--- src/rtl/hie_regs.svh ---
/*
 Register offsets, field positions, reset values and masks of the host interrupt enable readback block.
 Assumes a 32-bit APB register bus with one aligned word per register.
*/
`ifndef HIE_REGS_SVH
`define HIE_REGS_SVH

`define HIE_OFF_SET_VIEW     12'h000
`define HIE_OFF_CLR_VIEW     12'h004
`define HIE_OFF_EVT_STATUS   12'h008
`define HIE_OFF_EVT_CLEAR    12'h00c
`define HIE_OFF_EVT_ENABLE   12'h010
`define HIE_OFF_IRQ_STATUS   12'h014

`define HIE_POS_SOFT_LO      24
`define HIE_POS_SOFT_HI      27
`define HIE_POS_PARITY       6
`define HIE_POS_SYSERR       5
`define HIE_POS_MABORT       2
`define HIE_POS_TABORT       1

`define HIE_DEFINED_MASK     32'h0f00_0066
`define HIE_ENABLE_RESET     32'h0000_0000
`define HIE_EVT_RESET        4'h0
`define HIE_EVT_MASK         32'h0000_000f
`define HIE_EVT_POS_SET      0
`define HIE_EVT_POS_CLR      1
`define HIE_EVT_POS_SRC      2
`define HIE_EVT_POS_BADADDR  3

`endif

--- src/rtl/hie_pkg.sv ---
/*
 Types shared by the host interrupt enable readback block.
 Assumes hie_regs.svh supplies the numeric constants.
*/
package hie_pkg;

   typedef logic [31:0] hie_word_t;
   typedef logic [3:0]  hie_evt_t;

   typedef enum logic [1:0] {
      HIE_IDLE,
      HIE_ACCESS
   } hie_apb_state_t;

endpackage : hie_pkg

--- src/rtl/hie_event_flags.sv ---
/*
 Sticky event flags with write-one-to-clear, an enable mask and one level interrupt output.
 Assumes one clock and a synchronised active-low reset.
*/
`timescale 1ns/1ps
`include "hie_regs.svh"

module hie_event_flags (
   input  wire logic            mclk,
   input  wire logic            rst_n,
   input  wire hie_pkg::hie_evt_t event_in,
   input  wire logic            clr_we,
   input  wire logic            ena_we,
   input  wire hie_pkg::hie_evt_t wdata,
   output hie_pkg::hie_evt_t    status_r,
   output hie_pkg::hie_evt_t    enable_r,
   output logic                 irq_r
);

   genvar i;

   generate
      for (i = 0; i < 4; i++) begin : g_flag
         // A set in the same cycle as a clear wins, so no event is lost.
         always_ff @(posedge mclk or negedge rst_n) begin
            if (!rst_n) begin
               status_r[i] <= 1'b0;
            end else if (event_in[i]) begin
               status_r[i] <= 1'b1;
            end else if (clr_we && wdata[i]) begin
               status_r[i] <= 1'b0;
            end
         end
      end
   endgenerate

   always_ff @(posedge mclk or negedge rst_n) begin
      if (!rst_n) begin
         enable_r <= `HIE_EVT_RESET;
      end else if (ena_we) begin
         enable_r <= wdata;
      end
   end

   always_ff @(posedge mclk or negedge rst_n) begin
      if (!rst_n) begin
         irq_r <= 1'b0;
      end else begin
         irq_r <= |(status_r & enable_r);
      end
   end

endmodule : hie_event_flags

--- src/rtl/hie_host_irq_enable.sv ---
/*
 Host interrupt enable register with its set view and clear view, reached over APB.
 Assumes the internal status bits arrive synchronous to mclk from the surrounding peripheral.
*/
`timescale 1ns/1ps
`include "hie_regs.svh"

module hie_host_irq_enable (
   input  wire logic              mclk,
   input  wire logic              resetn,
   input  wire logic              psel,
   input  wire logic              penable,
   input  wire logic              pwrite,
   input  wire logic [11:0]       paddr,
   input  wire logic [31:0]       pwdata,
   input  wire logic [3:0]        pstrb,
   input  wire hie_pkg::hie_word_t int_status,
   output hie_pkg::hie_word_t     prdata,
   output logic                   pready,
   output logic                   pslverr,
   output hie_pkg::hie_word_t     host_irq_enable,
   output logic                   irq
);

   logic                   rst_meta_r;
   logic                   rst_n;
   hie_pkg::hie_apb_state_t state_r;
   hie_pkg::hie_word_t     enable_r;
   hie_pkg::hie_word_t     set_view;
   hie_pkg::hie_word_t     clr_view;
   hie_pkg::hie_word_t     rdata_nxt;
   logic                   decode_ok;
   logic                   wr_take;
   logic                   rd_take;
   logic                   wr_set;
   logic                   wr_clr;
   logic                   wr_evt_clr;
   logic                   wr_evt_ena;
   logic                   bad_addr;
   hie_pkg::hie_evt_t      evt_in;
   hie_pkg::hie_evt_t      evt_status;
   hie_pkg::hie_evt_t      evt_enable;
   logic                   evt_irq;
   logic                   src_pending_r;
   hie_pkg::hie_word_t     wmask;

   // Reset is released through two flip-flops; only the second feeds logic.
   always_ff @(posedge mclk or negedge resetn) begin
      if (!resetn) begin
         rst_meta_r <= 1'b0;
         rst_n      <= 1'b0;
      end else begin
         rst_meta_r <= 1'b1;
         rst_n      <= rst_meta_r;
      end
   end

   // Byte strobes select which lanes of a set or clear view write take effect.
   assign wmask = {{8{pstrb[3]}}, {8{pstrb[2]}}, {8{pstrb[1]}}, {8{pstrb[0]}}};

   // Readback views are masked to the defined bits only.
   assign set_view = enable_r & `HIE_DEFINED_MASK;
   assign clr_view = enable_r & int_status & `HIE_DEFINED_MASK;

   always_comb begin
      decode_ok = 1'b1;
      rdata_nxt = 32'h0000_0000;
      if (paddr == `HIE_OFF_SET_VIEW) begin
         rdata_nxt = set_view;
      end else if (paddr == `HIE_OFF_CLR_VIEW) begin
         rdata_nxt = clr_view;
      end else if (paddr == `HIE_OFF_EVT_STATUS) begin
         rdata_nxt = {28'h000_0000, evt_status};
      end else if (paddr == `HIE_OFF_EVT_CLEAR) begin
         rdata_nxt = 32'h0000_0000;
      end else if (paddr == `HIE_OFF_EVT_ENABLE) begin
         rdata_nxt = {28'h000_0000, evt_enable};
      end else if (paddr == `HIE_OFF_IRQ_STATUS) begin
         rdata_nxt = {31'h0000_0000, |clr_view};
      end else begin
         decode_ok = 1'b0;
      end
   end

   // Every access takes one wait state: setup, access, then pready.
   assign wr_take    = (state_r == hie_pkg::HIE_ACCESS) && psel && penable && pwrite && decode_ok;
   assign rd_take    = (state_r == hie_pkg::HIE_ACCESS) && psel && penable && !pwrite;
   assign wr_set     = wr_take && (paddr == `HIE_OFF_SET_VIEW);
   assign wr_clr     = wr_take && (paddr == `HIE_OFF_CLR_VIEW);
   assign wr_evt_clr = wr_take && (paddr == `HIE_OFF_EVT_CLEAR);
   assign wr_evt_ena = wr_take && (paddr == `HIE_OFF_EVT_ENABLE);
   assign bad_addr   = (state_r == hie_pkg::HIE_ACCESS) && psel && penable && !decode_ok;

   always_ff @(posedge mclk or negedge rst_n) begin
      if (!rst_n) begin
         state_r <= hie_pkg::HIE_IDLE;
      end else begin
         case (state_r)
            hie_pkg::HIE_IDLE: begin
               if (psel && penable) begin
                  state_r <= hie_pkg::HIE_ACCESS;
               end
            end
            hie_pkg::HIE_ACCESS: begin
               state_r <= hie_pkg::HIE_IDLE;
            end
            default: begin
               state_r <= hie_pkg::HIE_IDLE;
            end
         endcase
      end
   end

   always_ff @(posedge mclk or negedge rst_n) begin
      if (!rst_n) begin
         pready  <= 1'b0;
         pslverr <= 1'b0;
         prdata  <= 32'h0000_0000;
      end else begin
         pready  <= (state_r == hie_pkg::HIE_IDLE) && psel && penable;
         pslverr <= (state_r == hie_pkg::HIE_IDLE) && psel && penable && !decode_ok;
         prdata  <= ((state_r == hie_pkg::HIE_IDLE) && psel && penable && !pwrite) ? rdata_nxt : 32'h0000_0000;
      end
   end

   // Set and clear in the same word cannot happen: they are distinct addresses.
   always_ff @(posedge mclk or negedge rst_n) begin
      if (!rst_n) begin
         enable_r <= `HIE_ENABLE_RESET;
      end else if (wr_set) begin
         enable_r <= enable_r | (pwdata & wmask & `HIE_DEFINED_MASK);
      end else if (wr_clr) begin
         enable_r <= enable_r & ~(pwdata & wmask & `HIE_DEFINED_MASK);
      end
   end

   always_ff @(posedge mclk or negedge rst_n) begin
      if (!rst_n) begin
         host_irq_enable <= `HIE_ENABLE_RESET;
      end else begin
         host_irq_enable <= enable_r;
      end
   end

   // A source event fires when the masked view first becomes nonzero.
   always_ff @(posedge mclk or negedge rst_n) begin
      if (!rst_n) begin
         src_pending_r <= 1'b0;
      end else begin
         src_pending_r <= |clr_view;
      end
   end

   always_comb begin
      evt_in                        = `HIE_EVT_RESET;
      evt_in[`HIE_EVT_POS_SET]      = wr_set;
      evt_in[`HIE_EVT_POS_CLR]      = wr_clr;
      evt_in[`HIE_EVT_POS_SRC]      = (|clr_view) && !src_pending_r;
      evt_in[`HIE_EVT_POS_BADADDR]  = bad_addr;
   end

   hie_event_flags u_flags (
      .mclk     (mclk),
      .rst_n    (rst_n),
      .event_in (evt_in),
      .clr_we   (wr_evt_clr),
      .ena_we   (wr_evt_ena),
      .wdata    (pwdata[3:0]),
      .status_r (evt_status),
      .enable_r (evt_enable),
      .irq_r    (evt_irq)
   );

   always_ff @(posedge mclk or negedge rst_n) begin
      if (!rst_n) begin
         irq <= 1'b0;
      end else begin
         irq <= evt_irq;
      end
   end
endmodule : hie_host_irq_enable

--- config.mk ---
export PLATFORM = sky130hd
export DESIGN_NAME = hie_host_irq_enable
export DESIGN_NICKNAME = d
export VERILOG_FILES = /design/src/rtl/hie_pkg.sv /design/src/rtl/hie_event_flags.sv /design/src/rtl/hie_host_irq_enable.sv
export VERILOG_INCLUDE_DIRS = /design/src /design/src/rtl
export SDC_FILE = /design/constraint.sdc
export NUM_CORES = 1
export LEC_CHECK = 0
export BUFFER_PORTS_ARGS = -buffer_cell sky130_fd_sc_hd__buf_4
export CAP_MARGIN = 20
export CELL_PAD_IN_SITES_DETAIL_PLACEMENT = 0
export CELL_PAD_IN_SITES_GLOBAL_PLACEMENT = 1
export CORE_ASPECT_RATIO = 1.2
export CORE_UTILIZATION = 31
export CTS_CLUSTER_DIAMETER = 80
export DETAILED_ROUTE_END_ITERATION = 8
export HOLD_SLACK_MARGIN = 0.1
export PLACE_DENSITY_LB_ADDON = 0.1
export SLEW_MARGIN = 15
export SYNTH_ARGS = -nofsm -noshare
export SYNTH_HDL_FRONTEND = slang
export SYNTH_SLANG_ARGS = --single-unit
--- constraint.sdc ---
create_clock -name mclk -period 3.6 [get_ports mclk]
set_input_delay 0.72 -clock mclk [delete_from_list [all_inputs] [get_ports mclk]]
set_output_delay 0.72 -clock mclk [all_outputs]
set_load 0.05 [all_outputs]
==> run_results.csv <==
group,metric,value,unit
worst_setup_path,timing.critical_path.required,3780,ps
worst_setup_path,critPathMaxFanout,9,
timing,report.final.setup_viol,0,
power_and_ir_drop,switching_share,30.1,%
cells_and_area,fraction_of_final_layout_cells_sized_beyond_drive_strength_1,30.1,%
timing,timing.clock.skew,3.88,ps
synthesis,ys_top_cells_by_area,"dfrtp_1, buf_4, mux2_1, nand4_1, a22oi_1",
synthesis,synth_commonest_cells,"buf_4, dfrtp_1, nand4_1",
detailed_routing,drt-wirelength-per-cell,13.2,µm
global_routing,grt_first_pass_wirelength,7.36,mm
detailed_routing,route.detailed.vias_per_inst,4.39,
clock_network,postcts_resize_cnt,0,
clock_network,cts.reportedPaths.clkPinSlew,80,ps
run,cap_violations,0,
synthesis,syn_avg_cell_area,10.7,µm²
timing,max-slew-margin-rel,58.5,%
global_routing,track_usage,13.7,%
placed_design,dp_hpwl,3.54,mm
hold_path,min_path_type,"primary input to asynchronous set/reset pin",
timing,timing.fmax,0.437,GHz
clock_network,clock_insertion_delay_worst_skew,300,ps
synthesis,synth_async_sr_flop_share,100,%
cells_and_area,post-route-util,39.7,%
worst_setup_path,kind_of_end_point_of_the_critical_path,"register",
die,coreArea,6490,µm²
global_routing,grt_antenna_before_repair,0,
clock_network,cts_post_setup_buffers_inserted,0,
global_routing,grt_start_max_net_pins,27,
die,pin_count,152,
timing,fin_ws,1310,ps
synthesis,yosysWarningCount,0,
timing,tns,0,ps
placed_design,port-buffer-count,57,
timing,whs,182,ps
synthesis,most_numerous_cell_in_the_yosys_netlist,"buf_4",
synthesis,syn-instance-count,198,
worst_setup_path,critical_path.startpoint_type,"primary input",
cells_and_area,area_delta_synth_final,22.0,%
timing,final.min_clock_period,2290,ps
synthesis,ys_dominant_reg_cell,"dfrtp_1",
clock_network,postCtsHoldBufs,0,
clock_network,cts_tree,"built",
clock_network,cts_root_buffer,"clkbuf_8",
clock_network,cts.sink_count,42,
power_and_ir_drop,internal_power,718,µW
power_and_ir_drop,power-per-cell-area,399,nW/µm²
cells_and_area,antennaDiodeCount,0,
clock_network,maximum_level_of_the_cts_h_tree,2,
placed_design,gpl.final_weighted_congestion,0.813,
status,outcome,"finished clean",
worst_setup_path,critical_setup_path_class,"primary input to register",
clock_network,cts-buffers-inserted,5,
power_and_ir_drop,static_power_due_to_leakage,1.29,nW
synthesis,ys_ff_latch,42,
power_and_ir_drop,p_switching,310,µW
power_and_ir_drop,combinationalPowerShare,17.2,%
synthesis,ys_seq_area_share,49.8,%
timing,rsz0062_at_grt,"no",
timing,timing_worst_slew_pin_value,621,ps
clock_network,max-clock-path-buffers,2,
detailed_routing,finalWirelength,4.55,mm
detailed_routing,drt_pass1_iterations,4,
worst_setup_path,cp_max_stage_delay,560,ps
worst_setup_path,cp_data_arrival_time,2470,ps
detailed_routing,detailedRoute.firstIterationViolations,49,
worst_setup_path,crit_buf_inv,1,
synthesis,post_synthesis_cell_area,2110,µm²
synthesis,synth_top_area_share,49.8,%
die,die_x,77.4,µm
worst_setup_path,crit_family,"simple AND/OR/NAND/NOR gates",
detailed_routing,drcViolationCount,0,
timing,final_hold_vios,0,
power_and_ir_drop,max-vdd-ir-drop,0.000123,V
timing,fin_crit_sh,63.6,%
timing,maxSlewViolCount,0,
synthesis,synth.distinct_cells,34,
power_and_ir_drop,post-layout-total-power,1.03,mW
die,initial_utilization,32.6,%
synthesis,synth_edf_count,0,
synthesis,synth.largest_area_cell,"dfrtp_1",
die,dieHeight,92.4,µm
global_routing,global_route.overflow_total,0,
die,die_area,7150,µm²
detailed_routing,detail-route-antenna-nets,0,
worst_setup_path,crit_slowest_cell,"or4_4",
worst_setup_path,worstPathCellList,"buf_4, or4_4, nor4_4, nand4_1, mux2_1",
global_routing,via_count_of_the_first_global_routing_pass,1465,
cells_and_area,design.final.nets,343,
detailed_routing,vias,1509,
placed_design,place_worst_setup_slack,969,ps
power_and_ir_drop,seq_power_share,47.0,%
power_and_ir_drop,clock_power_share,35.8,%
die,placementRows,32,
-- per-layer routing --
layer | routed length (µm) | vias to the layer above | track usage [%]
met3 | 218 | 8 | 2.07
met1 | 2020 | 711 | 17.0
met4 | 112 | 0 | 7.55
met2 | 2200 | 66 | 22.6
met5 | 0 | - | 0
li1 | - | 724 | -
-- cell usage in the layout (no fill, tap or decap), drive strengths merged, types with 6 or more instances in the layout --
cell,netlist,final
a22oi,7,7
nor2,9,9
inv,7,7
o21ai,9,9
dfrtp,42,42
nand2,9,9
conb,2,47
clkbuf,5,6
nand4,10,10
mux2,12,12
buf,46,59
-- path summary, 6_finish.rpt --
| path | from | slack [ps] | to | cells past startpoint |
|---|---|---|---|---|
| max in group asynchronous | rst_n$_DFF_PN0_ | 2610 | u_flags.enable_r[0]$_DFFE_PN0P_ | 2 |
| hold / removal | resetn | 180 | rst_n$_DFF_PN0_ | 1 |
| setup reg to reg | state_r[0]$_DFFE_PN0P_ | 1860 | u_flags.status_r[3]$_DFFE_PN0P_ | 4 |
| min in group mclk | u_flags.irq_r$_DFF_PN0_ | 350 | irq$_DFF_PN0_ | 0 |
| hold reg to reg | rst_n$_DFF_PN0_ | 260 | prdata[26]$_DFF_PN0_ | 0 |
| setup / recovery | paddr[9] | 1310 | register | 5 |
-- logic make-up (layout without fill, tap and decap cells) --
family	count (synthesis)	after routing	synth area share (%)
buffers and inverters	58	74	18.5
AO/OA/AOI/OAI	34	34	11.1
other	2	47	0.356
flip-flops	42	42	49.8
multiplexers	12	12	6.40
AND/OR/NAND/NOR	50	50	13.9
-- final cells by class --
type                    count  area [µm²]
clock buffers               6        72.6
clock inverters             2        37.5
fillers                   689        3910
inverters                   7        26.3
multi-input cells         143         840
flip-flops and latches     42        1050
well taps                  85         106
repair buffers             59         443
-- through the flow --
step | instance area, µm² | std cells
after floorplan | 2280 | 243
after global placement | 2470 | 336
after detailed placement | 2470 | 336
after CTS | 2580 | 344
after global routing | 2580 | 344
final | 2580 | 344
-- worst register-to-register path, cell delays in order, from the launching register on --
cell,delay [ps]
dfrtp_1,360
and4_1,430
nor2b_1,390
nand3_1,170
o31a_1,270
-- power by group through the flow --
stage | logic [mW] | registers [mW] | clock network, mW
after detailed placement | 0.177 | 0.492 | 0
after floorplan | 0.163 | 0.497 | 0
final | 0.177 | 0.483 | 0.368
after global routing | 0.186 | 0.484 | 0.400
after global placement | 0.177 | 0.492 | 0
after CTS | 0.177 | 0.483 | 0.381
No activity file was read; power rests on OpenSTA's default activity.
